## src/core/psci_map.vh

```
// constants for the phy service control block: codes, register map, reset values
`ifndef PSCI_MAP_VH
`define PSCI_MAP_VH

// ----------------------------------------------------------------------------
// enumeration codes
// ----------------------------------------------------------------------------
`define PSCI_CODE_W          8
`define PSCI_EVT_NONE        8'h00
`define PSCI_EVT_TX_OFF      8'h01
`define PSCI_EVT_RX_ACT      8'h02
`define PSCI_REQ_TX_OFF      8'h01
`define PSCI_REQ_TX_ON       8'h02
`define PSCI_REQ_OPEN_BYP    8'h03

// ----------------------------------------------------------------------------
// register map (byte addresses)
// ----------------------------------------------------------------------------
`define PSCI_ADDR_W          12
`define PSCI_OFS_REQ         12'h000
`define PSCI_OFS_EVT         12'h004
`define PSCI_OFS_STAT        12'h008

// ----------------------------------------------------------------------------
// field positions
// ----------------------------------------------------------------------------
`define PSCI_EVT_PEND_BIT    8
`define PSCI_EVT_LOST_BIT    9
`define PSCI_STAT_TXON_BIT   0
`define PSCI_STAT_BYP_BIT    1
`define PSCI_STAT_RXACT_BIT  2

// ----------------------------------------------------------------------------
// reset values
// ----------------------------------------------------------------------------
`define PSCI_RST_TX_ON       1'b0
`define PSCI_RST_BYP_OPEN    1'b0
`define PSCI_RST_DATA        32'h0000_0000

`endif

```

## src/core/psci_phy_ctrl.v

```verilog
// phy service control: request execution, event indication, ahb-lite registers
`timescale 1ns/1ps
`include "psci_map.vh"
module psci_phy_ctrl (
  input  wire        i_clk,         // system clock, 50 MHz
  input  wire        i_sys_rst,     // async reset, active high
  input  wire        i_hsel,        // ahb slave select
  input  wire [31:0] i_haddr,       // ahb address
  input  wire [1:0]  i_htrans,      // ahb transfer type
  input  wire        i_hwrite,      // ahb write
  input  wire [2:0]  i_hsize,       // ahb size
  input  wire [31:0] i_hwdata,      // ahb write data
  input  wire        i_hready,      // ahb bus ready
  output reg  [31:0] o_hrdata,      // ahb read data
  output reg         o_hreadyout,   // ahb slave ready
  output reg         o_hresp,       // ahb response, always okay
  input  wire        i_rx_activity, // receive terminal activity detected
  input  wire        i_tx_data,     // serial data for the transmit terminal
  output reg         o_evt_valid,   // one-cycle event indication
  output reg  [7:0]  o_event_code,  // code of the indicated event
  output reg         o_bypass_open, // 1: bypass path open
  output reg         o_status,      // status pin, high means transmitter on
  output reg         o_ctrl_rst_n,  // reset pin toward transceiver, active low
  output wire        o_tx_p_o,      // transmit positive terminal level
  output wire        o_tx_p_oe,     // transmit positive terminal enable
  output wire        o_tx_n_o,      // transmit negative terminal level
  output wire        o_tx_n_oe      // transmit negative terminal enable
);

  localparam [1:0] HTRANS_NONSEQ = 2'b10;

  // ----------------------------------------------------------------------------
  // state
  // ----------------------------------------------------------------------------
  reg                     tx_on_r;
  reg [`PSCI_CODE_W-1:0]  last_req_r;
  reg [`PSCI_CODE_W-1:0]  evt_code_r;
  reg                     evt_pend_r;
  reg                     evt_lost_r;
  reg                     act_q_r;
  reg                     act_seen_r;
  reg                     wr_ph_r;
  reg                     rd_ph_r;
  reg [`PSCI_ADDR_W-1:0]  ph_addr_r;

  wire addr_ok   = i_hsel & i_hready & (i_htrans == HTRANS_NONSEQ);
  wire req_wr    = wr_ph_r & (ph_addr_r == `PSCI_OFS_REQ);
  wire evt_clr   = wr_ph_r & (ph_addr_r == `PSCI_OFS_EVT) & i_hwdata[`PSCI_EVT_PEND_BIT];
  wire [7:0] req_code = i_hwdata[7:0];

  // ----------------------------------------------------------------------------
  // ahb-lite slave: writes zero-wait, reads one wait state so read data
  // always reflect a write that completed on the edge before
  // ----------------------------------------------------------------------------
  always @(posedge i_clk or posedge i_sys_rst) begin
    if (i_sys_rst) begin
      wr_ph_r     <= 1'b0;
      rd_ph_r     <= 1'b0;
      ph_addr_r   <= {`PSCI_ADDR_W{1'b0}};
      o_hreadyout <= 1'b1;
      o_hresp     <= 1'b0;
      o_hrdata    <= `PSCI_RST_DATA;
    end else begin
      o_hresp <= 1'b0;
      if (rd_ph_r) begin
        rd_ph_r     <= 1'b0;
        o_hreadyout <= 1'b1;
        case (ph_addr_r)
          `PSCI_OFS_REQ:  o_hrdata <= {24'h00_0000, last_req_r};
          `PSCI_OFS_EVT:  o_hrdata <= {22'h0_0000, evt_lost_r, evt_pend_r, evt_code_r};
          `PSCI_OFS_STAT: o_hrdata <= {29'h000_0000, i_rx_activity,
                                       o_bypass_open, tx_on_r};
          default:        o_hrdata <= `PSCI_RST_DATA;
        endcase
      end else begin
        wr_ph_r <= addr_ok & i_hwrite;
        if (addr_ok) begin
          ph_addr_r <= i_haddr[`PSCI_ADDR_W-1:0];
        end
        if (addr_ok & ~i_hwrite) begin
          rd_ph_r     <= 1'b1;
          o_hreadyout <= 1'b0;
        end
      end
    end
  end

  // ----------------------------------------------------------------------------
  // request execution; unknown codes are recorded but change nothing
  // ----------------------------------------------------------------------------
  wire tx_going_off = req_wr & (req_code == `PSCI_REQ_TX_OFF) & tx_on_r;

  always @(posedge i_clk or posedge i_sys_rst) begin
    if (i_sys_rst) begin
      tx_on_r       <= `PSCI_RST_TX_ON;
      o_bypass_open <= `PSCI_RST_BYP_OPEN;
      last_req_r    <= `PSCI_EVT_NONE;
    end else if (req_wr) begin
      last_req_r <= req_code;
      case (req_code)
        `PSCI_REQ_TX_OFF:   tx_on_r <= 1'b0;
        `PSCI_REQ_TX_ON:    tx_on_r <= 1'b1;
        `PSCI_REQ_OPEN_BYP: o_bypass_open <= 1'b1;
        default:            tx_on_r <= tx_on_r;
      endcase
    end
  end

  // ----------------------------------------------------------------------------
  // event indication: one code per pulse; a rising activity edge that meets
  // a transmitter-off event waits one cycle so neither is dropped
  // ----------------------------------------------------------------------------
  wire act_rise = i_rx_activity & ~act_seen_r;
  wire act_want = act_rise | act_q_r;
  reg  [7:0] evt_nxt;
  reg        evt_fire;

  always @* begin
    evt_fire = 1'b0;
    evt_nxt  = `PSCI_EVT_NONE;
    if (tx_going_off) begin
      evt_fire = 1'b1;
      evt_nxt  = `PSCI_EVT_TX_OFF;
    end else if (act_want) begin
      evt_fire = 1'b1;
      evt_nxt  = `PSCI_EVT_RX_ACT;
    end
  end

  always @(posedge i_clk or posedge i_sys_rst) begin
    if (i_sys_rst) begin
      act_seen_r   <= 1'b0;
      act_q_r      <= 1'b0;
      o_evt_valid  <= 1'b0;
      o_event_code <= `PSCI_EVT_NONE;
      evt_code_r   <= `PSCI_EVT_NONE;
      evt_pend_r   <= 1'b0;
      evt_lost_r   <= 1'b0;
    end else begin
      act_seen_r  <= i_rx_activity;
      act_q_r     <= act_want & tx_going_off;
      o_evt_valid <= evt_fire;
      if (evt_fire) begin
        o_event_code <= evt_nxt;
        evt_code_r   <= evt_nxt;
      end
      // pending: set wins over a clear in the same cycle; lost: the clear wins
      if (evt_fire) begin
        evt_pend_r <= 1'b1;
      end else if (evt_clr) begin
        evt_pend_r <= 1'b0;
      end
      if (evt_fire & evt_pend_r & ~evt_clr) begin
        evt_lost_r <= 1'b1;
      end else if (evt_clr) begin
        evt_lost_r <= 1'b0;
      end
    end
  end

  // ----------------------------------------------------------------------------
  // single-ended pins: high is logic one
  // ----------------------------------------------------------------------------
  always @(posedge i_clk or posedge i_sys_rst) begin
    if (i_sys_rst) begin
      o_status     <= 1'b0;
      o_ctrl_rst_n <= 1'b0;
    end else begin
      o_status     <= tx_on_r;
      o_ctrl_rst_n <= 1'b1;
    end
  end

  // ----------------------------------------------------------------------------
  // transmit terminal
  // ----------------------------------------------------------------------------
  psci_lvds_drv u_drv (
    .i_clk     (i_clk),
    .i_sys_rst (i_sys_rst),
    .i_en      (tx_on_r),
    .i_data    (i_tx_data),
    .o_p_o     (o_tx_p_o),
    .o_p_oe    (o_tx_p_oe),
    .o_n_o     (o_tx_n_o),
    .o_n_oe    (o_tx_n_oe)
  );

endmodule

```

## src/core/psci_lvds_drv.v

```verilog
// registered tri-state differential output stage
`timescale 1ns/1ps
module psci_lvds_drv (
  input  wire i_clk,     // system clock
  input  wire i_sys_rst, // async reset, active high
  input  wire i_en,      // 1: drive the line
  input  wire i_data,    // bit to send
  output reg  o_p_o,     // positive terminal level
  output reg  o_p_oe,    // positive terminal enable
  output reg  o_n_o,     // negative terminal level
  output reg  o_n_oe     // negative terminal enable
);

  // ----------------------------------------------------------------------------
  // output stage
  // ----------------------------------------------------------------------------
  always @(posedge i_clk or posedge i_sys_rst) begin
    if (i_sys_rst) begin
      o_p_o  <= 1'b0;
      o_n_o  <= 1'b0;
      o_p_oe <= 1'b0;
      o_n_oe <= 1'b0;
    end else if (i_en) begin
      o_p_oe <= 1'b1;
      o_n_oe <= 1'b1;
      o_p_o  <= i_data;
      o_n_o  <= ~i_data;
    end else begin
      // levels parked low so a released pin carries no stale data
      o_p_oe <= 1'b0;
      o_n_oe <= 1'b0;
      o_p_o  <= 1'b0;
      o_n_o  <= 1'b0;
    end
  end

endmodule

```

## config.mk

```make
export PLATFORM = sky130hd
export DESIGN_NAME = psci_phy_ctrl
export DESIGN_NICKNAME = d
export VERILOG_FILES = /design/src/core/psci_phy_ctrl.v /design/src/core/psci_lvds_drv.v
export VERILOG_INCLUDE_DIRS = /design/src /design/src/core
export SDC_FILE = /design/constraint.sdc
export NUM_CORES = 1
export LEC_CHECK = 0
export ABC_AREA = 1
export CORE_MARGIN = 2
export CORE_UTILIZATION = 25
export DETAILED_ROUTE_END_ITERATION = 7
export DONT_BUFFER_PORTS = 1
export GPL_TIMING_DRIVEN = 0
export HOLD_SLACK_MARGIN = 0.08
export PLACE_DENSITY_LB_ADDON = 0.15
export SYNTH_ARGS = -nofsm -noshare
export SYNTH_HDL_FRONTEND = slang
export SYNTH_SLANG_ARGS = --single-unit
```

## constraint.sdc

```tcl
create_clock -name i_clk -period 1.3 [get_ports i_clk]
set_input_delay 0.13 -clock i_clk [delete_from_list [all_inputs] [get_ports i_clk]]
set_output_delay 0.13 -clock i_clk [all_outputs]
set_load 0.005 [all_outputs]
```

**Word level (Yosys, flattened, before mapping)**

Index checks and enable logic that the tools add are counted.

- Reductions and logical operators: 8
- Equality and inequality tests: 6
- $lt $le $gt $ge: 0
- Bitwise logic cells: 19
- Shifts and indexed selects: 0
- Add/subtract/negate cells: 0
- $mul: 0
- Multiplexer cells: 16
- Divide/modulo/power cells: 0

Operator list:

| kind | number |
|---|---|
| $pmux 10 s3 | 1 |
| $eq 8x2->1 const B | 2 |
| $and 1x1->1 | 13 |
| $eq 12x3->1 const B | 1 |
| $eq 12x4->1 const B | 1 |
| $logic_not 12->1 | 1 |
| $mux 1 | 12 |
| $eq 8x1->1 const B | 1 |
| $reduce_bool 2->1 | 4 |
| $reduce_and 2->1 | 3 |
| $not 1->1 | 5 |
| $mux 2 | 2 |
| $eq 2x2->1 const B | 1 |
| $pmux 1 s2 | 1 |
| $or 1x1->1 | 1 |

- Bits in latches: 0
- Memories kept: 0
- Logic and storage cells: 68
- Register bits: 75
- Output and inout port bits: 50
- Bits in writable memories: 0
- Memory bits (read-only): 0
- Bits of input ports: 76

**Longest topological paths before layout**

- Depth after elaboration: 8
- Gate-level depth with buffers: 9
- Depth with buffers taken out: 9

**By module**

From an unflattened synthesis, not the netlist that was laid out.

- Cells, all modules: 245
- Area, all modules: 2130.8 sq um

By module, submodules not included:

| module | cells each | instances | area each (sq um) | seq. area each (sq um) |
|---|---|---|---|---|
| psci_phy_ctrl | 236 | 1 | 2026.9 | 1102.3 |
| psci_lvds_drv | 9 | 1 | 103.8 | 75.1 |

**Worst setup path before layout**

OpenSTA, ideal clock, no wires.

- Kind: reg2reg
- From: register ph_addr_r[0]
- To: register evt_code_r[1]
- Period minus slack after synthesis: 1.248 ns
- Required time: 1.181 ns
- Setup time: 0.119 ns
- Path buffers: 0
- Arrival: 1.130 ns
- Path slack: 0.052 ns
- Cell stages (with the launch flop): 8
- Cell sequence: dfrtp_1 > nor2_2 > nand2_2 > nor2_4 > nand3_4 > nor2_4 > nand2_4 > o21a_1

- Cells in the longest elaborated chain, start to end: 5
- Elaborated cells between the ends (all ways): 6
- Classes of those cells: mux (2); bitwise (3); reduce/logical (1)

Ends and longest elaborated chain:

| item | line | RTL |
|---|---|---|
| from (decl) | psci_phy_ctrl.v:44 | `` reg [`PSCI_ADDR_W-1:0] ph_addr_r; `` |
| from (signal assigned) | psci_phy_ctrl.v:59 | `` ph_addr_r <= {`PSCI_ADDR_W{1'b0}}; `` |
| from (signal assigned) | psci_phy_ctrl.v:78 | `` ph_addr_r <= i_haddr[`PSCI_ADDR_W-1:0]; `` |
| $logic_not 12->1 (*) | -- |  |
| $and 1x1->1 (*) | psci_phy_ctrl.v:47 | `` wire req_wr = wr_ph_r & (ph_addr_r == `PSCI_OFS_REQ); `` |
| $and 1x1->1 (*) (2 in a row) | psci_phy_ctrl.v:91 | `` wire tx_going_off = req_wr & (req_code == `PSCI_REQ_TX_OFF) & tx_on_r; `` |
| $mux 2 or $mux 1 (tied branches) | psci_phy_ctrl.v:121 | `if (tx_going_off) begin` |
| to (signal assigned) | psci_phy_ctrl.v:136 | `` evt_code_r <= `PSCI_EVT_NONE; `` |
| to (signal assigned) | psci_phy_ctrl.v:145 | `evt_code_r <= evt_nxt;` |
| to (decl) | psci_phy_ctrl.v:37 | `` reg [`PSCI_CODE_W-1:0] evt_code_r; `` |

Every way passes the cells marked *; elsewhere a longest branch is shown, timed or not.
A chain may end at the register's enable or synchronous reset.

**Worst setup path in the final report**

- From: register ph_addr_r[8]
- To: register o_hrdata[7]

- Cells in the longest elaborated chain, start to end: 2
- Elaborated cells between the ends (all ways): 4
- Classes of those cells: eq/ne (2); mux (1); reduce/logical (1)

Ends and longest elaborated chain:

| item | line | RTL |
|---|---|---|
| $eq 12x4->1 (tied with other cells) | psci_phy_ctrl.v:68 | `case (ph_addr_r)` |
| $pmux 10 s3 (*) | psci_phy_ctrl.v:68 |  |
| to (signal assigned) | psci_phy_ctrl.v:69 | `` `PSCI_OFS_REQ: o_hrdata <= {24'h00_0000, last_req_r}; `` |
| to (signal assigned) | psci_phy_ctrl.v:70 | `` `PSCI_OFS_EVT: o_hrdata <= {22'h0_0000, evt_lost_r, evt_pend_r, evt_code_r}; `` |
| to (signal assigned) | psci_phy_ctrl.v:71 | `` `PSCI_OFS_STAT: o_hrdata <= {29'h000_0000, i_rx_activity, `` |
| to (decl) | psci_phy_ctrl.v:14 | `output reg [31:0] o_hrdata,` |

Marks and branches as above.

==> impl_metrics.csv <==
group,metric,value,unit
cells_and_area,finalCoreUtilization,37.0,%
pwr,p_comb_share,18.3,%
yosys,yosysWarnings,0,
drt,drcViolationCount,0,
grt,antenna_found_initial,0,
flow_run,drv_cap,0,
drt,drt-initial-drc-count,38,
cells_and_area,syn_to_final_growth,42.2,%
cells_and_area,drive_gt1_share,30.7,%
grt,grt_use_total,10.6,%
floorplanning,die_h,96.7,um
sta,fin_ws,-0.104,ns
clock_tree,clk_latency,0.30,ns
cells_and_area,final_common_cell,"nand2_1",
worst_hold_path,hold_class,"in2reg",
drt,wl_per_cell,11.3,um
yosys,syn_area,2150,sq um
floorplanning,die_w,96.7,um
floorplanning,io_pins,126,
clock_tree,clockRootBuffer,"clkbuf_8",
pwr,seqPwrFrac,52.3,%
floorplanning,num_rows,33,
grt,grt_max_degree,38,
grt,grt_pass1_wl,7950,um
sta,max_freq,712,MHz
yosys,ys_seq_area_share,53.6,%
pwr,power_frac_clock,29.4,%
setup_path,worst_ep_required_time,1.51,ns
sta,setup_viol_count_final,19,
pwr,powerDensity,1010,nW/um^2
grt,gr-total-overflow,0,
sta,fin_crit,1.40,ns
clock_tree,clk_pin_slew,0.09,ns
pwr,p_sw_share,27.1,%
clock_tree,htreeDepth,2,
sta,rsz0062_at_grt,"true",
cells_and_area,mostFrequentLayoutCells,"nand2_1, dfrtp_1, buf_4, conb_1, dlygate4sd3_1",
setup_path,cp.arrival,1.62,ns
sta,min_period_over_period,108,%
drt,vias_per_cell,3.87,
setup_path,timing.rr.start,"ph_addr_r[8]$_DFFE_PP0P_",
floorplanning,start_util,26.0,%
pwr,vdd_drop_max,0.551,mV
drt,detail-route-antenna-nets,0,
worst_hold_path,worstHoldStart,"i_rx_activity",
clock_tree,cts_tree,"done",
pwr,power,0.00310,W
yosys,syn_avg_cell_area,8.84,sq um
setup_path,startpoint_type,"flop",
yosys,synth_cell_types,28,
run_status,violations,"setup timing",
grt,grt_pass1_vias,1615,
floorplanning,core,8260,sq um
sta,hold_viol,0,
drt,routed_wl,4810,um
clock_tree,clock_sink_count,46,
drt,vias,1654,
drt,drtPass1Iterations,4,
yosys,synth-seq-cells,46,
sta,finalClockSkew,0.00624,ns
place,dp_slack,-0.271,ns
yosys,netlist.top_cell.by_area,"dfrtp_1",
yosys,netlist_instances,243,
setup_path,path_max_fanout,6,
sta,slew_viol_final,0,
setup_path,endpoint_kind,"flop",
clock_tree,clockBufferDepth,2,
place,hpwl,3390,um
setup_path,cp-startpoint,"ph_addr_r[8]$_DFFE_PP0P_",
pwr,leakage,1.54,nW
setup_path,criticalPathCategory,"reg2reg",
run_status,outcome,"finished, violations left",
pwr,p_switching,0.000841,W
clock_tree,cts_inserted_buffers,5,
cells_and_area,diodes,0,
cells_and_area,fillCellCount,886,
sta,whs,0.0985,ns
pwr,intPower,0.00226,W
cells_and_area,fin_nets,397,
yosys,yosysTopAreaCellShare,52.4,%
yosys,synth.area.top_cells,"dfrtp_1, nand2_1, buf_4",
place,gp_congestion,0.672,
floorplanning,die_area,9350,sq um
place,port_buffers,0,
[critical path, cell delays in order, from the launching register on]
cell and delay, ns:
dfrtp_1 0.38, nor2_1 0.11, nand2_1 0.09, nor2_4 0.19, buf_6 0.16, buf_6 0.11
nand2_8 0.06, o31ai_2 0.20
[timing repair]
item,CTS,global route
hold buffers,25,0
cloned,0,1
hold endpoints to repair,74,0
resized for setup,11,50
pin swaps,7,17
buffers inserted,10,6
setup endpoints to repair,38,39
[power by group through the flow]
stage          registers (W)  logic [W]  clock network [W]
2_1_floorplan        0.00163   0.000321                  0
3_3_place_gp         0.00165   0.000370                  0
3_5_place_dp         0.00165   0.000381                  0
4_1_cts              0.00162   0.000501           0.000957
5_1_grt              0.00164   0.000636            0.00101
6_report             0.00162   0.000567           0.000910
[per-layer routing]
layer | track usage [%] | up-vias | part of all wire [%] | wire length, um
met5 | 0 | - | 0 | 0
li1 | - | 851 | - | -
met3 | 3.32 | 6 | 6.4 | 310
met1 | 13.5 | 751 | 45 | 2140
met4 | 3.25 | 0 | 1.2 | 57
met2 | 17.2 | 46 | 48 | 2300
[final timing paths]
kind | endpoint | slack [ns] | cells past startpoint
min reg2reg | ph_addr_r[10]$_DFFE_PP0P_ | 0.48 | 2
max | o_hrdata[7]$_DFFE_PP0P_ | -0.10 | 7
max in group asynchronous | o_hreadyout$_DFFE_PP1P_ | 0.56 | 3
max reg2reg | o_hrdata[7]$_DFFE_PP0P_ | -0.10 | 7
min in group asynchronous | ph_addr_r[10]$_DFFE_PP0P_ | 0.19 | 2
min | o_evt_valid$_DFF_PP0_ | 0.1 | 2
[state kept, by name, summed over array words and instances (netlist names)]
| signal | flops |
|---|---|
| tx_on_r | 1 |
| u_drv.o_n_o | 1 |
| rd_ph_r | 1 |
| o_hrdata | 10 |
| o_bypass_open | 1 |
| o_evt_valid | 1 |
| evt_pend_r | 1 |
| o_hreadyout | 1 |
| evt_lost_r | 1 |
| act_q_r | 1 |
| ph_addr_r | 12 |
| wr_ph_r | 1 |
| act_seen_r | 1 |
| o_status | 1 |
| last_req_r | 8 |
| u_drv.o_p_o | 1 |
| evt_code_r | 2 |
| o_ctrl_rst_n | 1 |
[kinds of logic (layout without fill, tap and decap cells)]
kind of cell / after synthesis / in the layout / synth area share (%)
and+or+nand+nor: 119 / 119 / 24.6
buffers and inverters: 55 / 106 / 15.8
DFF: 46 / 46 / 53.6
AOI/OAI and AO/OA: 21 / 21 / 5.65
other: 2 / 30 / 0.350
[cell usage after synthesis]
| cell type | count |
|---|---|
| dfrtp_1 | 45 |
| buf_4 | 33 |
| nand4_1 | 2 |
| a22o_1 | 1 |
| inv_1 | 17 |
| nor2_2 | 1 |
| clkbuf_1 | 2 |
| o21a_1 | 1 |
| o31ai_1 | 1 |
| nand3_4 | 1 |
| buf_2 | 1 |
| a21oi_2 | 1 |
| nand2_4 | 2 |
| nor2_1 | 14 |
| nand2_2 | 1 |
| inv_2 | 1 |
| conb_1 | 2 |
| o21ai_0 | 13 |
| o21ai_1 | 1 |
| a21oi_1 | 1 |
| buf_6 | 1 |
| dfstp_2 | 1 |
| nand3_1 | 14 |
| nor2_4 | 3 |
| o22ai_1 | 1 |
| and3_1 | 1 |
| o21bai_1 | 1 |
| nand2_1 | 80 |
[area by class of cell]
type / instances / area (sq um) / share of cell area [%]
Inverter: 18 / 75.1 / 2.46
Buffer: 37 / 295 / 9.67
Sequential cell: 46 / 1150 / 37.7
Multi-Input combinational cell: 170 / 892 / 29.2
Clock buffer: 7 / 86.3 / 2.83
Tap cell: 105 / 131 / 4.30
Clock inverter: 1 / 5.00 / 0.164
Timing Repair Buffer: 43 / 417 / 13.6
[metrics by stage]
| stage | instances | setup TNS [ns] | area (sq um) |
|---|---|---|---|
| detailed placement | 377 | -4.37 | 2400 |
| finish | 427 | -0.856 | 3050 |
| CTS | 420 | -1.36 | 2840 |
| floorplan | 271 | 0 | 2250 |
| global route | 427 | -3.80 | 3050 |
| global placement | 376 | -27.53 | 2380 |
(Power assumes the default switching activity.)
